**config.mk**
```make
export PLATFORM = sky130hd
export DESIGN_NAME = plcp_cmd_port
export DESIGN_NICKNAME = d
export VERILOG_FILES = /design/src/plcp_pkg.sv /design/src/plcp_in_sync.sv /design/src/plcp_tick.sv /design/src/plcp_cmd_port.sv
export SDC_FILE = /design/constraint.sdc
export NUM_CORES = 1
export LEC_CHECK = 0
export BUFFER_PORTS_ARGS = -buffer_cell sky130_fd_sc_hd__buf_4
export CAP_MARGIN = 40
export CORE_UTILIZATION = 42
export CTS_CLUSTER_SIZE = 24
export DETAILED_ROUTE_END_ITERATION = 12
export PLACE_DENSITY = 0.64
export SLEW_MARGIN = 25
export SYNTH_ARGS = -nofsm -noshare
export SYNTH_HDL_FRONTEND = slang
export SYNTH_HIERARCHICAL = 1
export SYNTH_SLANG_ARGS = --single-unit
```
**constraint.sdc**
```tcl
create_clock -name clk_i -period 2.1 [get_ports clk_i]
set_clock_uncertainty 0.05 [all_clocks]
set_input_delay 0.21 -clock clk_i [delete_from_list [all_inputs] [get_ports clk_i]]
set_output_delay 0.21 -clock clk_i [all_outputs]
set_load 0.01 [all_outputs]
```
**src/plcp_pkg.sv**
```systemverilog
// Purpose: shared constants and types of the pulse-length command port
// Assumes: 40 MHz system clock, 10 ms internal time base
// Notes:   times are kept in ms; sequencing times and the stuck limit become tick counts here, command windows in plcp_cmd_port
package plcp_pkg;

    // ------------------------------------------------------------------
    // clock and time base
    // ------------------------------------------------------------------
    localparam int unsigned CLK_PERIOD_NS = 25;
    localparam int unsigned NS_PER_MS = 1_000_000;
    localparam int unsigned TICK_MS = 10;
    localparam int unsigned TICK_CYCLES = TICK_MS * NS_PER_MS / CLK_PERIOD_NS;

    // ------------------------------------------------------------------
    // command pulse lengths in ms
    // ------------------------------------------------------------------
    localparam int unsigned CMD_TOL_MS = 100;
    localparam int unsigned CMD_PUMP1_MS = 2000;
    localparam int unsigned CMD_PUMP2_MS = 5000;
    localparam int unsigned CMD_BOTH_MS = 8000;
    localparam int unsigned CMD_FILL_MS = 12000;
    localparam int unsigned CMD_ACK_MS = 14000;
    localparam int unsigned CMD_STUCK_MS = 15000;

    // ------------------------------------------------------------------
    // sequencing times in ms
    // ------------------------------------------------------------------
    localparam int unsigned SELFCHK_MS = 2000;
    localparam int unsigned GAP_MS = 2000;
    localparam int unsigned HOLDOFF_MS = 3000;
    localparam int unsigned RUN_MAX_MS = 17000;

    // ------------------------------------------------------------------
    // tick counts (least times round up except hold-off, longest times round down)
    // ------------------------------------------------------------------
    localparam int unsigned SELFCHK_T = (SELFCHK_MS + TICK_MS - 1) / TICK_MS;
    localparam int unsigned GAP_T = (GAP_MS + TICK_MS - 1) / TICK_MS;
    localparam int unsigned HOLDOFF_T = HOLDOFF_MS / TICK_MS;
    localparam int unsigned RUN_MAX_T = RUN_MAX_MS / TICK_MS;
    localparam int unsigned LEN_MAX_T = CMD_STUCK_MS / TICK_MS + 1;
    localparam int LEN_W = 11;
    localparam int TMR_W = 11;
    localparam logic [LEN_W-1:0] LEN_MAX = LEN_W'(LEN_MAX_T);
    localparam logic [TMR_W-1:0] TMR_MAX = {TMR_W{1'b1}};

    // ------------------------------------------------------------------
    // stroke sequencing and cartridge bookkeeping
    // ------------------------------------------------------------------
    localparam int RUN_W = 7;
    localparam int unsigned FILL_RUNS_PER_BODY = 40;
    localparam logic [RUN_W-1:0] RUNS_SINGLE = 7'h01;
    localparam logic [RUN_W-1:0] RUNS_BOTH = 7'h02;
    localparam logic [RUN_W-1:0] RUNS_FILL = RUN_W'(2 * FILL_RUNS_PER_BODY);
    localparam int unsigned CART_UL = 400000;
    localparam int unsigned WARN_UL = 80000;
    localparam int unsigned STROKE_UL = 160;
    localparam int STK_W = 12;
    localparam logic [STK_W-1:0] WARN_STROKES =
        STK_W'((CART_UL - WARN_UL) / STROKE_UL);

    // decoded command codes
    typedef enum logic [2:0] {
        CMD_NONE, CMD_PUMP1, CMD_PUMP2, CMD_BOTH, CMD_FILL, CMD_ACK
    } plcp_cmd_t;

    // sequencer states
    typedef enum logic [2:0] {
        ST_SELFCHK, ST_READY, ST_RUN, ST_GAP, ST_HOLDOFF, ST_ERROR
    } plcp_state_t;

endpackage

```
**src/plcp_in_sync.sv**
```systemverilog
// Purpose: three-stage synchroniser with agreement filter for a pin
// Assumes: input is asynchronous to clk_i
// Notes:   output follows once stages two and three agree
module plcp_in_sync (
    // clock and reset
    input wire logic clk_i,
    input wire logic rst_i,
    // pin and clean level
    input wire logic pin_i,
    output logic lvl_o
);

    logic [2:0] stage_q;
    logic [2:0] stage_d;
    logic lvl_d;
    logic lvl_q;

    // ------------------------------------------------------------------
    // shift chain
    // ------------------------------------------------------------------
    genvar g;
    generate
        for (g = 0; g < 3; g++) begin : g_chain
            if (g == 0) begin : g_first
                assign stage_d[g] = pin_i;
            end else begin : g_next
                assign stage_d[g] = stage_q[g-1];
            end
        end
    endgenerate

    // level changes only when the last two stages agree
    always_comb begin
        lvl_d = lvl_q;
        if (stage_q[1] == stage_q[2]) begin
            lvl_d = stage_q[2];
        end
    end

    // registers
    always_ff @(posedge clk_i) begin
        if (rst_i) begin
            stage_q <= 3'h0;
            lvl_q <= 1'b0;
        end else begin
            stage_q <= stage_d;
            lvl_q <= lvl_d;
        end
    end

    assign lvl_o = lvl_q;

endmodule // plcp_in_sync

```
**src/plcp_tick.sv**
```systemverilog
// Purpose: internal time base, one pulse per tick period
// Assumes: single clock
// Notes:   period is a parameter so simulation can shorten it
module plcp_tick #(
    parameter int unsigned CYCLES = 400000
) (
    // clock and reset
    input wire logic clk_i,
    input wire logic rst_i,
    // tick pulse
    output logic tick_o
);

    localparam int CW = $clog2(CYCLES);
    localparam logic [CW-1:0] LAST = CW'(CYCLES - 1);

    logic [CW-1:0] cnt_q;
    logic [CW-1:0] cnt_d;
    logic tick_d;
    logic tick_q;

    // free-running divider
    always_comb begin
        tick_d = (cnt_q == LAST);
        cnt_d = tick_d ? '0 : cnt_q + CW'(1);
    end

    // registers
    always_ff @(posedge clk_i) begin
        if (rst_i) begin
            cnt_q <= '0;
            tick_q <= 1'b0;
        end else begin
            cnt_q <= cnt_d;
            tick_q <= tick_d;
        end
    end

    assign tick_o = tick_q;

endmodule // plcp_tick

```
**src/plcp_cmd_port.sv**
```systemverilog
// Purpose: pulse-length command decoder and stroke sequencer
// Assumes: motor handshake and cartridge signals are on clk_i
// Notes:   command pin is asynchronous and is synchronised here
module plcp_cmd_port
    import plcp_pkg::*;
#(
    parameter int unsigned TICK_CYCLES_P = TICK_CYCLES
) (
    // clock and reset
    input wire logic clk_i,
    input wire logic rst_i,
    // command pin from controller
    input wire logic cmd_i,
    // motor drive handshake
    input wire logic motor_done_i,
    input wire logic motor_fault_i,
    output logic motor_run_o,
    output logic first_pump_body_o,
    output logic second_pump_body_o,
    // cartridge
    input wire logic cartridge_new_i,
    output logic pre_warning_o,
    // status pin to controller
    output logic status_o,
    output logic error_o
);

    // ------------------------------------------------------------------
    // pulse window check
    // ------------------------------------------------------------------

    // true when a length in ticks lies inside nominal +/- tolerance
    function automatic logic in_window(input logic [LEN_W-1:0] len,
                                       input int unsigned nom_ms);
        int unsigned lo;
        int unsigned hi;
        lo = (nom_ms - CMD_TOL_MS + TICK_MS - 1) / TICK_MS;
        hi = (nom_ms + CMD_TOL_MS) / TICK_MS;
        return (int'(len) >= lo) && (int'(len) <= hi);
    endfunction

    // maps a measured length onto a command code
    function automatic plcp_cmd_t decode(input logic [LEN_W-1:0] len);
        plcp_cmd_t c;
        c = CMD_NONE;
        if (in_window(len, CMD_PUMP1_MS)) begin
            c = CMD_PUMP1;
        end else if (in_window(len, CMD_PUMP2_MS)) begin
            c = CMD_PUMP2;
        end else if (in_window(len, CMD_BOTH_MS)) begin
            c = CMD_BOTH;
        end else if (in_window(len, CMD_FILL_MS)) begin
            c = CMD_FILL;
        end else if (in_window(len, CMD_ACK_MS)) begin
            c = CMD_ACK;
        end
        return c;
    endfunction

    // ------------------------------------------------------------------
    // declarations
    // ------------------------------------------------------------------
    logic tick;
    logic cmd_lvl;
    logic rise;
    logic fall;
    plcp_cmd_t cmd;

    logic cmd_prev_q, cmd_prev_d;
    logic [LEN_W-1:0] len_q, len_d;
    logic armed_q, armed_d;

    plcp_state_t state_q, state_d;
    logic [TMR_W-1:0] timer_q, timer_d;
    logic [RUN_W-1:0] runs_q, runs_d;
    logic sel2_q, sel2_d;
    logic [STK_W-1:0] strokes_q, strokes_d;

    logic status_q, status_d;
    logic motor_q, motor_d;
    logic pump1_q, pump1_d;
    logic pump2_q, pump2_d;
    logic err_q, err_d;
    logic warn_q, warn_d;

    // ------------------------------------------------------------------
    // time base and pin conditioning
    // ------------------------------------------------------------------

    // 10 ms tick for pulse measurement and all waits
    plcp_tick #(
        .CYCLES(TICK_CYCLES_P)
    ) u_tick (
        .clk_i(clk_i),
        .rst_i(rst_i),
        .tick_o(tick)
    );

    // command pin is asynchronous to the clock
    plcp_in_sync u_sync (
        .clk_i(clk_i),
        .rst_i(rst_i),
        .pin_i(cmd_i),
        .lvl_o(cmd_lvl)
    );

    // ------------------------------------------------------------------
    // pulse measurement
    // ------------------------------------------------------------------

    // length counter saturates past the stuck limit, so it never decodes
    always_comb begin
        cmd_prev_d = cmd_lvl;
        rise = cmd_lvl & ~cmd_prev_q;
        fall = ~cmd_lvl & cmd_prev_q;
        len_d = len_q;
        if (rise) begin
            len_d = '0;
        end else if (cmd_lvl && tick && len_q != LEN_MAX) begin
            len_d = len_q + LEN_W'(1);
        end
        // a pulse counts only if it began while commands were accepted
        armed_d = armed_q;
        if (rise) begin
            armed_d = (state_q == ST_READY) || (state_q == ST_ERROR);
        end else if (fall) begin
            armed_d = 1'b0;
        end
        // decode on the falling edge only
        cmd = CMD_NONE;
        if (fall && armed_q) begin
            cmd = decode(len_q);
        end
    end

    // measurement registers
    always_ff @(posedge clk_i) begin
        if (rst_i) begin
            cmd_prev_q <= 1'b0;
            len_q <= '0;
            armed_q <= 1'b0;
        end else begin
            cmd_prev_q <= cmd_prev_d;
            len_q <= len_d;
            armed_q <= armed_d;
        end
    end

    // ------------------------------------------------------------------
    // sequencer
    // ------------------------------------------------------------------

    // next state, run plan and stroke bookkeeping
    always_comb begin
        state_d = state_q;
        runs_d = runs_q;
        sel2_d = sel2_q;
        strokes_d = strokes_q;
        case (state_q)
            ST_SELFCHK: begin
                if (int'(timer_q) >= SELFCHK_T) begin
                    state_d = ST_READY;
                end
            end
            ST_READY: begin
                // acknowledge has nothing to clear here and is ignored
                case (cmd)
                    CMD_PUMP1: begin
                        state_d = ST_RUN;
                        runs_d = RUNS_SINGLE;
                        sel2_d = 1'b0;
                    end
                    CMD_PUMP2: begin
                        state_d = ST_RUN;
                        runs_d = RUNS_SINGLE;
                        sel2_d = 1'b1;
                    end
                    CMD_BOTH: begin
                        state_d = ST_RUN;
                        runs_d = RUNS_BOTH;
                        sel2_d = 1'b0;
                    end
                    CMD_FILL: begin
                        state_d = ST_RUN;
                        runs_d = RUNS_FILL;
                        sel2_d = 1'b0;
                    end
                    default: begin
                        state_d = ST_READY;
                    end
                endcase
            end
            ST_RUN: begin
                if (motor_fault_i || int'(timer_q) >= RUN_MAX_T) begin
                    state_d = ST_ERROR;
                end else if (motor_done_i) begin
                    strokes_d = strokes_q + STK_W'(1);
                    if (runs_q == RUNS_SINGLE) begin
                        state_d = ST_HOLDOFF;
                    end else begin
                        state_d = ST_GAP;
                        runs_d = runs_q - RUN_W'(1);
                        sel2_d = ~sel2_q;
                    end
                end
            end
            ST_GAP: begin
                if (motor_fault_i) begin
                    state_d = ST_ERROR;
                end else if (int'(timer_q) >= GAP_T) begin
                    state_d = ST_RUN;
                end
            end
            ST_HOLDOFF: begin
                if (motor_fault_i) begin
                    state_d = ST_ERROR;
                end else if (int'(timer_q) > HOLDOFF_T) begin
                    state_d = ST_READY;
                end
            end
            ST_ERROR: begin
                if (cmd == CMD_ACK) begin
                    state_d = ST_HOLDOFF;
                end
            end
            default: begin
                state_d = ST_SELFCHK;
            end
        endcase
        // a new cartridge restarts the stroke count
        if (cartridge_new_i) begin
            strokes_d = '0;
        end else if (strokes_d == '1) begin
            strokes_d = strokes_q;
        end
    end

    // phase timer restarts on every state change
    always_comb begin
        timer_d = timer_q;
        if (state_d != state_q) begin
            timer_d = '0;
        end else if (tick && timer_q != TMR_MAX) begin
            timer_d = timer_q + TMR_W'(1);
        end
    end

    // outputs follow the next state, so they change with the transition
    always_comb begin
        status_d = (state_d == ST_READY) || (state_d == ST_GAP) ||
                   (state_d == ST_HOLDOFF);
        motor_d = (state_d == ST_RUN);
        pump1_d = motor_d && !sel2_d;
        pump2_d = motor_d && sel2_d;
        err_d = (state_d == ST_ERROR);
        warn_d = (strokes_d >= WARN_STROKES);
    end

    // sequencer registers
    always_ff @(posedge clk_i) begin
        if (rst_i) begin
            state_q <= ST_SELFCHK;
            timer_q <= '0;
            runs_q <= '0;
            sel2_q <= 1'b0;
            strokes_q <= '0;
            status_q <= 1'b0;
            motor_q <= 1'b0;
            pump1_q <= 1'b0;
            pump2_q <= 1'b0;
            err_q <= 1'b0;
            warn_q <= 1'b0;
        end else begin
            state_q <= state_d;
            timer_q <= timer_d;
            runs_q <= runs_d;
            sel2_q <= sel2_d;
            strokes_q <= strokes_d;
            status_q <= status_d;
            motor_q <= motor_d;
            pump1_q <= pump1_d;
            pump2_q <= pump2_d;
            err_q <= err_d;
            warn_q <= warn_d;
        end
    end

    // ------------------------------------------------------------------
    // outputs
    // ------------------------------------------------------------------
    assign status_o = status_q;
    assign motor_run_o = motor_q;
    assign first_pump_body_o = pump1_q;
    assign second_pump_body_o = pump2_q;
    assign error_o = err_q;
    assign pre_warning_o = warn_q;

endmodule // plcp_cmd_port

```
==> Word level (Yosys, flattened, before mapping) <==
Index checks and enable logic that the tools add are counted.
{ "op_classes": {"n_mux": 34, "add_sub_neg": 5, "n_reduce_logical": 26, "bitwise": 5, "magnitude_cmp": 14, "n_div": 0, "n_mul": 0, "shift": 0, "n_eq_ne": 26} }
{ "ops": {"columns": ["op", "n"], "rows": [
  ["$mux W12", 5],
  ["$mux W3", 15],
  ["$ge A11 B11 Y1 const B", 3],
  ["$add A11 B1 Y11 const B", 2],
  ["$ge A11 B8 Y1 const B", 2],
  ["$le A11 B11 Y1 const B", 2],
  ["$ne A11 B11 Y1 const B", 2],
  ["$mux W7", 3],
  ["$pmux W7 S3", 1],
  ["$add A19 B1 Y19 const B", 1],
  ["$eq A19 B19 Y1 const B", 1],
  ["$eq A3 B2 Y1 const B", 6],
  ["$eq A3 B3 Y1 const B", 6],
  ["$pmux W3 S6", 1],
  ["$pmux W7 S2", 1],
  ["$add A12 B1 Y12 const B", 1],
  ["$eq A12 B12 Y1 const B", 1],
  ["$ge A12 B11 Y1 const B", 1],
  ["$ge A11 B10 Y1 const B", 1],
  ["$ge A11 B9 Y1 const B", 1],
  ["$gt A11 B9 Y1 const B", 1],
  ["$le A11 B10 Y1 const B", 1],
  ["$le A11 B8 Y1 const B", 1],
  ["$le A11 B9 Y1 const B", 1],
  ["21 further kinds", 50]
]} }
{ "totals": {"elab_cells": 128, "out_inout_bits": 6, "in_bits": 6, "mem_bits_rw": 0, "ff_bits": 77, "romBits": 0, "memories": 0, "latchBits": 0} }

==> Longest topological paths before layout <==
Gate-level depths: netlist of the first run.
{ "depth": {"ltp_word": 15, "ltp_mapped": 10, "depth_no_buf": 8} }

==> Cells and area by module <==
Netlist of the first run, hierarchy kept.
{ "by_module_without_submodules": {"columns": ["mod", "area_each_um2", "seq_area_each_um2", "cells_per_inst", "instances"], "rows": [
  ["plcp_cmd_port", 3296.9, 1061.0, 392, 1],
  ["plcp_tick", 919.6, 400.4, 102, 1],
  ["plcp_in_sync", 112.6, 80.1, 10, 1]
]} }

==> Least setup slack after synthesis of the first run <==
No wires, ideal clock.
{ "synth_path": {"path_type": "register -> register", "from": "register state_q[0]", "to": "register strokes_q[2]", "period_less_slack_ns": 2.277, "setup_ns": 0.133, "path_buffers": 1, "path_slack_ns": -0.177, "path_stages_with_launch": 8, "required_time_ns": 1.917, "arrival_time_ns": 2.094, "cell_sequence": "dfxtp_1 buf_2 nor4b_4 nand2_2 or4_1 a221o_1 a2111oi_2 o22ai_1"} }
{ "synth_between": {"elab_chain_cells": 5} }
{ "synth_rtl": {"columns": ["item", "line_no", "rtl"], "rows": [
  ["start, declared", "plcp_cmd_port.sv:73", "plcp_state_t state_q, state_d;"],
  ["start signal, assigned", "plcp_cmd_port.sv:274", "state_q <= state_d;"],
  ["$eq A3 B2 Y1 *", "plcp_cmd_port.sv:159", "case (state_q)"],
  ["$mux W12 *", "plcp_cmd_port.sv:159", null],
  ["$eq A12 B12 Y1", "plcp_cmd_port.sv:233", "end else if (strokes_d == '1) begin"],
  ["$mux W12 *", "plcp_cmd_port.sv:233", null],
  ["$mux W12 *", "plcp_cmd_port.sv:231", "if (cartridge_new_i) begin"],
  ["end signal, assigned", "plcp_cmd_port.sv:278", "strokes_q <= strokes_d;"],
  ["end, declared", "plcp_cmd_port.sv:77", "logic [STK_W-1:0] strokes_q, strokes_d;"]
]} }
Every way passes the cells marked *; elsewhere a longest branch is shown, timed or not.
A chain may end at the register's enable or synchronous reset.

==> Worst setup path after layout of the first run <==
{ "layout_path": {"from": "register len_q[5]", "to": "register pump1_q, in the netlist first_pump_body_o"} }
{ "layout_between": {"elab_chain_cells": 14, "elab_cells_between_ends": 36, "cone_classes": "order compare: 10; eq/ne: 6; mux: 11; reduce/logical: 9"} }
{ "layout_rtl": {"columns": ["item", "line_no", "rtl"], "rows": [
  ["start, declared", "plcp_cmd_port.sv:70", "logic [LEN_W-1:0] len_q, len_d;"],
  ["start signal, assigned", "plcp_cmd_port.sv:144", "len_q <= len_d;"],
  ["$ge A11 B11 Y1 or $le A11 B11 Y1 (tied branches)", "plcp_cmd_port.sv:39", "return (int'(len) >= lo) && (int'(len) <= hi);"],
  ["$logic_and A1 B1 Y1", "plcp_cmd_port.sv:39", null],
  ["$mux W3", "plcp_cmd_port.sv:54", "end else if (in_window(len, CMD_ACK_MS)) begin"],
  ["$mux W3", "plcp_cmd_port.sv:52", "end else if (in_window(len, CMD_FILL_MS)) begin"],
  ["$mux W3", "plcp_cmd_port.sv:50", "end else if (in_window(len, CMD_BOTH_MS)) begin"],
  ["$mux W3", "plcp_cmd_port.sv:48", "end else if (in_window(len, CMD_PUMP2_MS)) begin"],
  ["$mux W3 *", "plcp_cmd_port.sv:46", "if (in_window(len, CMD_PUMP1_MS)) begin"],
  ["$mux W3 *", "plcp_cmd_port.sv:131", "if (fall && armed_q) begin"],
  ["$eq A3 B3 Y1 (tied with other cells)", "plcp_cmd_port.sv:167", "case (cmd)"],
  ["$reduce_or A4 Y1 (no source line) or $reduce_or A3 Y1 (tied branches)", null, null],
  ["$mux W2 or $pmux W1 S2 (tied branches)", "plcp_cmd_port.sv:167", null],
  ["$pmux W3 S6 or $pmux W1 S2 (tied branches)", "plcp_cmd_port.sv:159", null],
  ["$eq A3 B2 Y1 or $logic_not A1 Y1 (tied branches)", "plcp_cmd_port.sv:252, plcp_cmd_port.sv:253", null],
  ["$logic_and A1 B1 Y1 *", "plcp_cmd_port.sv:253", "pump1_d = motor_d && !sel2_d;"],
  ["end signal, assigned", "plcp_cmd_port.sv:281", "pump1_q <= pump1_d;"],
  ["end, declared", "plcp_cmd_port.sv:81", "logic pump1_q, pump1_d;"]
]} }
Marked as above.

==> summary.txt, run 1 <==
STATUS
--------------------------------------------------------------------------------------
Run status                                                                finished, violations left
Violations in the final reports                                           negative setup slack

LAYOUT
--------------------------------------------------------------------------------------
Commonest cells after routing, fill and taps aside                        92 x sky130_fd_sc_hd__buf_4, 66 x sky130_fd_sc_hd__dfxtp_1, 57 x sky130_fd_sc_hd__nor2_1
Share of final-layout standard cells stronger than drive strength 1              35.3%
Layout Utilization                                                               57.5%
Most common library cell in the layout ignoring fill and taps             sky130_fd_sc_hd__buf_4
Number of inserted diodes                                                            0
Post-route cell area                                                          5670 um2
Area delta synth->final                                                          31.0%
Nets                                                                               599

WORST SETUP PATH
--------------------------------------------------------------------------------------
Start point of the critical path                                              len_q[5]
Arrival time of data at the critical path endpoint                             2470 ps
Type of destination of the critical path                                     flip-flop
Startpoint Class                                                             flip-flop
Required time of the critical path                                             2340 ps
Crit-path max FO                                                                     4
Critical setup path kind                                                    reg -> reg
Worst reg2reg path startpoint                                                 len_q[5]

STA
--------------------------------------------------------------------------------------
Final worst-path cycle share                                                      106%
Maximum frequency from static timing analysis                                  449 MHz
Measured slew at the worst slew-check pin                                       498 ps
Setup slack of the critical path after layout                                  -129 ps
Number of setup violations in the final report                                      26
Fin. max-slew vios                                                                   0
Final hold viol count                                                                0
RSZ-0062 raised after global routing                                              true
Minimum clock period after layout                                              2230 ps
Headroom to the max-slew limit                                                   66.0%

GLOBAL ROUTE
--------------------------------------------------------------------------------------
First-pass GRT wire length                                                     17.6 mm
Number of antenna violations at the first check in global routing                    0
Largest net degree at the start of global routing                                   28
Vias in the first global route                                                   3,808
Gr ovfl total                                                                        0
Global-route usage over all layers                                               19.8%

YOSYS
--------------------------------------------------------------------------------------
Count of flip-flops with a built-in enable after synthesis                           0
Share of synthesized flip-flops with an asynchronous set or reset                   0%
Mean instance size in the synthesized netlist                                 8.59 um2
Most used flip-flop cell after synthesis                                  sky130_fd_sc_hd__dfxtp_1
Synthesis warning total                                                              6
#FFs+latches synth                                                                  77
Mapped cell area                                                              4330 um2
Synth cell types                                                                    85
Post-Synthesis Cells                                                               504
Synthesized net count                                                              521
Share of synthesized area occupied by flip-flops and latches                     35.6%

DRT
--------------------------------------------------------------------------------------
Number of DRC markers after the initial detailed-route iteration                   205
Drt pass-1 iters                                                                     4
Post-route DRC violation count                                                       0
DRT Wirelength                                                                 10.7 mm
Avg Vias per Cell                                                                 5.55
Post-detailed-route count of antenna-violating nets                                  0
Post-DR wirelength/cell                                                        14.8 um
Total number of vias                                                             3,994

PWR
--------------------------------------------------------------------------------------
Leakage dissipation                                                         0.00212 uW
Power per unit of standard cell area                                        491 nW/um2
Peak supply drop                                                              0.349 mV

PLACED DESIGN
--------------------------------------------------------------------------------------
Final weighted congestion of routability-driven global placement                 0.922
Worst slack, placed                                                            -158 ps
Final HPWL from detailed placement                                             7.23 mm
Area after detailed placement                                                 4980 um2
Port-buffer cells                                                                   11

CTS
--------------------------------------------------------------------------------------
Number of CTS-inserted buffers                                                       9
Buffer levels on the longest clock path                                              2
Cts hold-fix bufs                                                                    0
CTS tree                                                                         built
Clk Tree Root Cell                                                        sky130_fd_sc_hd__clkbuf_8
Clock slew at the register clock pins of the worst setup and hold paths          90 ps
Clock latency of the later-clocked register in the worst-skew pair              350 ps
Clock net sink count                                                                77
H-tree level count                                                                   3

DIE
--------------------------------------------------------------------------------------
Vertical die dimension                                                          104 um
Initial cell density of the core                                                 43.9%
Die area                                                                    10,700 um2
Width of the die                                                                104 um
Core footprint                                                                9860 um2
I/O pin total                                                                       12
Floorplan row count                                                                 36

HOLD PATH
--------------------------------------------------------------------------------------
Hold Crit Start                                                                  cmd_i
Type of the tightest min-delay check                                         in -> reg

RUN
--------------------------------------------------------------------------------------
# Max-Cap Violations                                                                 0

worst max-delay path: stages, from the launching register on:
cell                      delay (ps)
sky130_fd_sc_hd__dfxtp_2         340
sky130_fd_sc_hd__or3b_4          390
sky130_fd_sc_hd__or4_4           570
sky130_fd_sc_hd__and3b_4         210
sky130_fd_sc_hd__a32o_2          260
sky130_fd_sc_hd__a31oi_4         170
sky130_fd_sc_hd__nor3b_2         170
synthesized netlist by cell type (all sizes together) (3+ instances only):
library cell	count	area share, %
dfxtp	77	36
nor2	59	5.2
nand2	35	3.3
nor3	27	4.3
xnor2	24	4.9
inv	21	1.8
nand4	21	3.0
buf	19	2.7
nand3	19	2.2
a21oi	15	1.8
and3	14	2.1
nor4	14	2.2
xor2	14	2.8
clkbuf	11	0.98
ha	11	3.2
o21ai	11	1.3
a31oi	8	1.3
o22ai	8	1.2
or3	7	1.0
or2	6	0.87
and2	5	0.72
nor3b	5	0.98
a2111oi	4	0.95
a211oi	4	0.69
o31ai	4	1.0
or3b	4	0.87
mux2i	3	0.69
nand2b	3	0.43
nand3b	3	0.52
nor2b	3	0.43
o41ai	3	0.95
or4	3	0.69
metal layers:
metal,part of all wire [%],up-vias,track usage [%]
met5,0,-,0
met4,1.3,0,7.14
met3,3.5,16,3.46
met2,49,70,33.8
met1,46,1917,24.9
li1,-,1991,-
worst paths after layout:
path                                     endpoint  slack [ps]  cells past startpoint
worst max-delay path            first_pump_body_o        -130                      6
worst min-delay path            u_sync/stage_q[0]          40                      2
worst max register to register  first_pump_body_o        -130                      6
worst min register to register  u_sync/stage_q[1]         390                      1
flip-flops by register name (all words and copies together), names as in the netlist:
signal              cells
cmd_prev_q              1
status_o                1
sel2_q                  1
state_q                 3
first_pump_body_o       1
error_o                 1
second_pump_body_o      1
u_sync/stage_q          3
timer_q                11
u_sync/lvl_o            1
len_q                  11
runs_q                  7
armed_q                 1
pre_warning_o           1
u_tick/tick_o           1
motor_run_o             1
strokes_q              12
u_tick/cnt_q           19
area by class of cell:
class,count,area (um2)
Inverter,21,78.8
Timing Repair Buffer,96,736
Clock buffer,11,141
Fill cell,870,4190
Clock inverter,4,72.6
Sequential cell,77,1560
Tap cell,133,166
Multi-Input combinational cell,377,2920
cells by family (layout without fill, tap and decap cells):
logic type      after synthesis  in the layout  share of synthesized area [%]
simple gates                238            238                           31.4
buf+inv                      51            132                           5.49
fa+ha+maj                    11             11                           3.18
xor+xnor                     38             38                           7.69
compound gates               86             87                           15.9
mux                           3              3                          0.694
flops                        77             77                           35.6
repair_timing:
item,CTS,global route
setup buffers,6,7
resized for setup,31,43
endpoints found under the setup margin,29,35
pin swaps,19,19
gates cloned,1,1
stage by stage:
step | instances | power, uW | TNS, ps | hold WS, ps
global route | 719 | 2880 | -3500 | 63.8
CTS | 711 | 2800 | -998 | 19.5
detailed placement | 689 | 1580 | -2300 | 372
global placement | 689 | 1570 | -1280 | 366
finish | 719 | 2790 | -1730 | 36.7
floorplan | 504 | 1550 | -2040 | 229
power breakdown:
part / switching, uW / total [uW] / internal [uW] / leakage [uW]
Clock: 543 / 1240 / 694 / 0.000105
Sequential: 7.71 / 1470 / 1460 / 0.000627
Combinational: 48.5 / 77.3 / 28.8 / 0.00138
Total: 599 / 2790 / 2190 / 0.00212
(Power assumes the default switching activity.)
==> inputs of run 2 (changes only) <==
Settings changed: CELL_PAD_IN_SITES_DETAIL_PLACEMENT set to 1, CELL_PAD_IN_SITES_GLOBAL_PLACEMENT set to 1, PLACE_DENSITY 0.64 to 0.78.
==> run 2 against run 1 <==
Net effect:
- the run still ends with negative setup slack left
- clock-buffer cell count down 1
- fmax down 0.83%
- worst setup slack lost 19 ps
- sequential power is essentially flat
- register-to-register slack got worse by 20 ps
- sequential cell count stayed put
- sequential share of layout area grew 0.88 points
- global-route usage rose by 4.4 points
- final area is 2.7% lower
- power is 7.7% lower
- critical path type unchanged
- largest power group unchanged
- highest routed layer unchanged
==> summary.txt, run 2 (synthesis gave the netlist of run 1 again) <==
WORST SETUP PATH
--------------------------------------------------------------------------------------
Critical setup path kind                                                    reg -> reg
Startpoint Class                                                             flip-flop
Arrival time of data at the critical path endpoint                             2490 ps   +20 ps
Slowest-stage cell, CP                                                    sky130_fd_sc_hd__or4_4
Cell chain of the critical path                                           or3b_4 > or4_4 > and3b_4 > a32o_2 > a31oi_4 > nor3b_2
Type of destination of the critical path                                     flip-flop
Required time of the critical path                                             2340 ps   about the same
Worst reg2reg setup slack                                                      -150 ps   -20 ps
Capture instance of the worst register-to-register path                   first_pump_body_o
Delay of the slowest cell on the worst path                                     570 ps   about the same
Worst reg2reg path startpoint                                                len_q[10]
Crit-path max FO                                                                     4   unchanged
Number of cell instances on the worst register-to-register path                      6   unchanged

LAYOUT
--------------------------------------------------------------------------------------
Share of final-layout standard cells stronger than drive strength 1              34.3%   -1.0 points
Number of inserted diodes                                                            0   unchanged
Footprint of the flip-flops and latches                                       1560 um2   +0.40%
Nets                                                                               589   -1.7%
Number of flip-flops under the largest register name                                19   unchanged
Fillers                                                                          1,142   +31%
Post-route insts no fill                                                           710   -1.3%
Area used by multi-input combinational logic                                  2880 um2   -1.4%
Commonest cells after routing, fill and taps aside                        81 x sky130_fd_sc_hd__buf_4, 63 x sky130_fd_sc_hd__dfxtp_1, 56 x sky130_fd_sc_hd__nor2_1
Most common library cell in the layout ignoring fill and taps             sky130_fd_sc_hd__buf_4
Layout Utilization                                                               55.9%   -1.6 points
Area delta synth->final                                                          27.5%
Register with the highest flop count                                      u_tick/cnt_q
Largest registers                                                         u_tick/cnt_q (19), strokes_q (12)

STATUS
--------------------------------------------------------------------------------------
Violations in the final reports                                           negative setup slack
Run status                                                                finished, violations left

PLACED DESIGN
--------------------------------------------------------------------------------------
Final weighted congestion of routability-driven global placement                 0.902   -2.2%
Worst slack, placed                                                            -235 ps   -76.2 ps
Final HPWL from detailed placement                                             8.71 mm   +21%
Post-Place Cells                                                                   689   unchanged
Port-buffer cells                                                                   11   unchanged

HOLD PATH
--------------------------------------------------------------------------------------
Hold Crit Start                                                           cartridge_new_i
Type of the tightest min-delay check                                         in -> reg
Min-Delay Path Depth                                                                 3   +1
Hold-critical path endpoint                                               strokes_q[6]

DRT
--------------------------------------------------------------------------------------
Drt pass-1 iters                                                                     4   unchanged
DRT Wirelength                                                                 13.0 mm   +21%
Post-detailed-route count of antenna-violating nets                                  0   unchanged
Total number of vias                                                             4,104   +2.8%
Post-DR wirelength/cell                                                        18.3 um   +23%
Number of DRC markers after the initial detailed-route iteration                   154   -25%
Avg Vias per Cell                                                                 5.78   +4.1%
Post-route DRC violation count                                                       0   unchanged

GLOBAL ROUTE
--------------------------------------------------------------------------------------
Number of antenna violations at the first check in global routing                    0   unchanged
Gr ovfl total                                                                        0   unchanged
Global-route usage over all layers                                               24.2%   +4.4 points
First-pass GRT wire length                                                     21.1 mm   +20%
Vias in the first global route                                                   4,386   +15%
Largest net degree at the start of global routing                                   28   unchanged

DIE
--------------------------------------------------------------------------------------
Die area                                                                    10,700 um2   unchanged
Floorplan row count                                                                 36   unchanged
I/O pin total                                                                       12   unchanged
Width of the die                                                                104 um   unchanged
Core footprint                                                                9860 um2   unchanged
Initial cell density of the core                                                 43.9%   unchanged
Vertical die dimension                                                          104 um   unchanged

PWR
--------------------------------------------------------------------------------------
Peak supply drop                                                              0.373 mV   +6.7%
Power per unit of standard cell area                                        466 nW/um2   -5.1%
Leakage dissipation                                                         0.00198 uW   -6.4%

STA
--------------------------------------------------------------------------------------
Measured slew at the worst slew-check pin                                       507 ps   +9.04 ps
RSZ-0062 raised after global routing                                              true
Headroom to the max-slew limit                                                   66.0%   about the same
Number of setup violations in the final report                                      26   unchanged
Final worst-path cycle share                                                      107%   +0.89 points
Fin. max-slew vios                                                                   0   unchanged
Setup slack of the critical path after layout                                  -147 ps   -18.6 ps
Maximum frequency from static timing analysis                                  445 MHz   -0.83%
Minimum clock period after layout                                              2250 ps   +18.6 ps
Final hold viol count                                                                0   unchanged

CTS
--------------------------------------------------------------------------------------
H-tree level count                                                                   3   unchanged
Clk Tree Root Cell                                                        sky130_fd_sc_hd__clkbuf_8
CTS tree                                                                         built
Buffer levels on the longest clock path                                              2   unchanged
Clock net sink count                                                                77   unchanged
Clock latency of the later-clocked register in the worst-skew pair              370 ps   +20 ps
Clock slew at the register clock pins of the worst setup and hold paths          90 ps   about the same
Number of CTS-inserted buffers                                                       9   unchanged

RUN
--------------------------------------------------------------------------------------
# Max-Cap Violations                                                                 0   unchanged

run 2: changes by cell type in the layout (fill, tap and decap cells not counted), moves of 2 or more:
cell                         delta
sky130_fd_sc_hd__a2111oi_0      -2
sky130_fd_sc_hd__buf_4         -11
sky130_fd_sc_hd__bufinv_16      -2
sky130_fd_sc_hd__clkinvlp_4     +3
sky130_fd_sc_hd__dfxtp_1        -3
sky130_fd_sc_hd__dfxtp_2        +2
sky130_fd_sc_hd__nand2_1        +2
sky130_fd_sc_hd__nand2_4        -2
sky130_fd_sc_hd__nor2_4         +2
sky130_fd_sc_hd__nor4_2         +2
sky130_fd_sc_hd__nor4_4         -2
run 2: report_power, final:
| part | switching (uW) | leakage [uW] | total (uW) | internal (uW) |
|---|---|---|---|---|
| Combinational | 50.4 | 0.00128 | 81.6 | 31.1 |
| Sequential | 9.28 | 0.000629 | 1470 | 1460 |
| Clock | 594 | 0.0000743 | 1020 | 425 |
run 2: timing repair:
action | in CTS | in global routing
buffers inserted | 1 | 1
resized for setup | 39 | 35
setup endpoints to repair | 31 | 33
cloned | 1 | 1
hold buffers | 1 | 0
pin swaps | 28 | 23
hold endpoints to repair | 1 | 0
run 2: critical path: cells and delay by family (launching register included):
kind             cells  cell delay, ps
AO/OA/AOI/OAI        2             420
flip-flops           1             330
AND/OR/NAND/NOR      4            1370
run 2: worst max-delay path by stage:
stage / depth (start not counted) / end / start
after floorplan: 7 / first_pump_body_o / len_q[7]
after global placement: 6 / first_pump_body_o / len_q[6]
after detailed placement: 7 / timer_q[4] / len_q[1]
after CTS: 6 / first_pump_body_o / len_q[5]
after global routing: 6 / runs_q[0] / len_q[10]
final: 6 / first_pump_body_o / len_q[10]
run 2: cell type report:
cell class	instances	share of cell area (%)
clock inverter	6	0.726
timing repair buffer	86	12.0
inverter	21	1.43
tap	133	3.02
clock buffer	10	2.31
sequential	77	28.3
multi-input combinational	377	52.2
run 2: metrics by stage:
step           total power, uW  hold WS (ps)  setup TNS, ps  instance area (um2)
3_5_place_dp              1580           388          -4370                 4980
4_1_cts                   2600           110          -1360                 5330
3_3_place_gp              1580           367          -1860                 4980
2_1_floorplan             1550           229          -2040                 4380
6_report                  2570           118          -2020                 5520
5_1_grt                   2660           144          -4000                 5520
run 2: metal layers:
metal	global-route usage [%]	part of all wire (%)
met1	28.1	41
met2	43.0	53
met3	4.66	3.3
met4	10.6	2.5
met5	0	0
==> inputs of run 3 (changes only) <==
Settings changed: PLACE_DENSITY 0.78 to not set, PLACE_DENSITY_LB_ADDON set to 0.1, RECOVER_POWER set to 100.
==> run 3 against run 2 <==
Net effect:
- the run still ends with negative setup slack left
- sequential cell count unchanged
- via count rose by 0.61%
- cell count grew 1.8%
- clock-buffer cell count unchanged
- largest power group unchanged
- final area increased by 2.3%
- critical path depth grew 1
- power is 7.4% higher
- worst setup slack worse by 40 ps
- non-clock buffer count increased by 13
==> summary.txt, run 3 (synthesis gave the netlist of run 1 again) <==
STATUS
--------------------------------------------------------------------------------------
Run status                                                                finished, violations left
Violations in the final reports                                           negative setup slack

GLOBAL ROUTE
--------------------------------------------------------------------------------------
First-pass GRT wire length                                                     21.8 mm   +3.0%
Gr ovfl total                                                                        0   unchanged
Vias in the first global route                                                   4,407   +0.48%
Largest net degree at the start of global routing                                   28   unchanged
Number of antenna violations at the first check in global routing                    0   unchanged
Global-route usage over all layers                                               24.9%   +0.70 points

DRT
--------------------------------------------------------------------------------------
Post-detailed-route count of antenna-violating nets                                  0   unchanged
Number of DRC markers after the initial detailed-route iteration                   149   -3.2%
DRT Wirelength                                                                 12.8 mm   -1.1%
Drt pass-1 iters                                                                     4   unchanged
Post-DR wirelength/cell                                                        17.7 um   -2.9%
Avg Vias per Cell                                                                 5.71   -1.2%
Total number of vias                                                             4,129   +0.61%
Post-route DRC violation count                                                       0   unchanged

WORST SETUP PATH
--------------------------------------------------------------------------------------
Crit-path max FO                                                                     4   unchanged
Worst reg2reg path startpoint                                                len_q[10]
Required time of the critical path                                             2330 ps   about the same
Type of destination of the critical path                                     flip-flop
Number of cell instances on the worst register-to-register path                      7   +1
Critical setup path kind                                                    reg -> reg
Arrival time of data at the critical path endpoint                             2510 ps   +20 ps
Capture instance of the worst register-to-register path                       status_o
Startpoint Class                                                             flip-flop
Worst reg2reg setup slack                                                      -190 ps   -40 ps
Start point of the critical path                                             len_q[10]

LAYOUT
--------------------------------------------------------------------------------------
Post-route insts no fill                                                           723   +1.8%
Largest registers                                                         u_tick/cnt_q (19), strokes_q (12)
Number of flip-flops under the largest register name                                19   unchanged
Nets                                                                               602   +2.2%
Area delta synth->final                                                          30.4%
Most common library cell in the layout ignoring fill and taps             sky130_fd_sc_hd__buf_4
Register with the highest flop count                                      u_tick/cnt_q
Post-route cell area                                                          5640 um2   +2.3%
Number of inserted diodes                                                            0   unchanged
Share of final-layout standard cells stronger than drive strength 1              34.7%   +0.43 points
Commonest cells after routing, fill and taps aside                        82 x sky130_fd_sc_hd__buf_4, 62 x sky130_fd_sc_hd__dfxtp_1, 55 x sky130_fd_sc_hd__nor2_1

RUN
--------------------------------------------------------------------------------------
# Max-Cap Violations                                                                 0   unchanged

HOLD PATH
--------------------------------------------------------------------------------------
Hold Crit Start                                                           cartridge_new_i
Hold-critical path endpoint                                               strokes_q[6]
Type of the tightest min-delay check                                         in -> reg
Min-Delay Path Depth                                                                 3   unchanged

CTS
--------------------------------------------------------------------------------------
Clk Tree Root Cell                                                        sky130_fd_sc_hd__clkbuf_8
Number of CTS-inserted buffers                                                       9   unchanged
CTS tree                                                                         built
H-tree level count                                                                   3   unchanged
Clock net sink count                                                                77   unchanged
Buffer levels on the longest clock path                                              2   unchanged
Clock latency of the later-clocked register in the worst-skew pair              360 ps   about the same
Clock slew at the register clock pins of the worst setup and hold paths          90 ps   about the same

PLACED DESIGN
--------------------------------------------------------------------------------------
Post-Place Cells                                                                   698   +1.3%
Final weighted congestion of routability-driven global placement                 0.855   -5.2%
Port-buffer cells                                                                   11   unchanged
Area after detailed placement                                                 5060 um2   +1.6%
Final HPWL from detailed placement                                             8.64 mm   -0.79%
Worst slack, placed                                                            -247 ps   -12.2 ps

PWR
--------------------------------------------------------------------------------------
Peak supply drop                                                              0.249 mV   -33%
Power per unit of standard cell area                                        490 nW/um2   +5.0%
Leakage dissipation                                                         0.00203 uW   +2.6%

DIE
--------------------------------------------------------------------------------------
Width of the die                                                                104 um   unchanged
Floorplan row count                                                                 36   unchanged
Vertical die dimension                                                          104 um   unchanged
Die area                                                                    10,700 um2   unchanged
Initial cell density of the core                                                 43.9%   unchanged
I/O pin total                                                                       12   unchanged
Core footprint                                                                9860 um2   unchanged

STA
--------------------------------------------------------------------------------------
Maximum frequency from static timing analysis                                  437 MHz   -1.7%
Setup slack of the critical path after layout                                  -187 ps   -39.9 ps
Worst-case hold slack                                                           120 ps   +2.22 ps
Number of setup violations in the final report                                      28   +7.7%
Measured slew at the worst slew-check pin                                       467 ps   -40.0 ps
Final worst-path cycle share                                                      109%   +1.9 points
Final hold viol count                                                                0   unchanged
Minimum clock period after layout                                              2290 ps   +39.9 ps
RSZ-0062 raised after global routing                                              true
Fin. max-slew vios                                                                   0   unchanged
Headroom to the max-slew limit                                                   68.7%   +2.7 points

-- run 3: critical path: stages, from the launching register on --
cell                      delay (ps)
sky130_fd_sc_hd__dfxtp_2         330
sky130_fd_sc_hd__or3b_4          410
sky130_fd_sc_hd__or4_4           570
sky130_fd_sc_hd__nand2_4         130
sky130_fd_sc_hd__nor4_4           90
sky130_fd_sc_hd__o31ai_4         260
sky130_fd_sc_hd__buf_6           150
sky130_fd_sc_hd__mux2i_2         210
-- run 3: repair_timing --
item	in CTS	in global routing
endpoints found under the setup margin	29	31
hold buffers	1	0
gates cloned	1	0
gates resized for setup	55	26
setup buffers	4	3
hold endpoints to repair	1	0
pin swaps	29	8
-- run 3: final cells by class --
| class | count | area (um2) |
|---|---|---|
| clock inverters | 6 | 70.1 |
| multi-input cells | 377 | 2880 |
| inverters | 21 | 78.8 |
| fillers | 1148 | 4220 |
| clock buffers | 10 | 138 |
| flip-flops and latches | 77 | 1570 |
| repair buffers | 99 | 748 |
| well taps | 133 | 166 |
-- run 3: power breakdown --
group	internal (uW)	switching (uW)	leakage (uW)
sequential	1460	8.30	0.000629
combinational	29.0	48.1	0.00131
clock	590	625	0.0000955
-- run 3: routing by layer --
metal	vias up	global-route usage [%]	routed length [um]
li1	2001	-	-
met1	2031	30.7	5750
met2	68	44.1	6480
met3	29	4.47	388
met4	0	7.04	214
met5	-	0	0
-- run 3: how the worst max path moves through the flow --
stage                              end
floorplan            first_pump_body_o
global placement    second_pump_body_o
detailed placement       pre_warning_o
CTS                  first_pump_body_o
global route                  status_o
finish                        status_o
-- run 3: metrics by stage --
stage	total power [uW]	TNS [ps]	util, %
detailed placement	1580	-4290	51.3
finish	2760	-2520	57.2
global placement	1580	-2790	51.3
floorplan	1550	-2040	-
CTS	2780	-1960	56.4
global route	2860	-4340	57.2
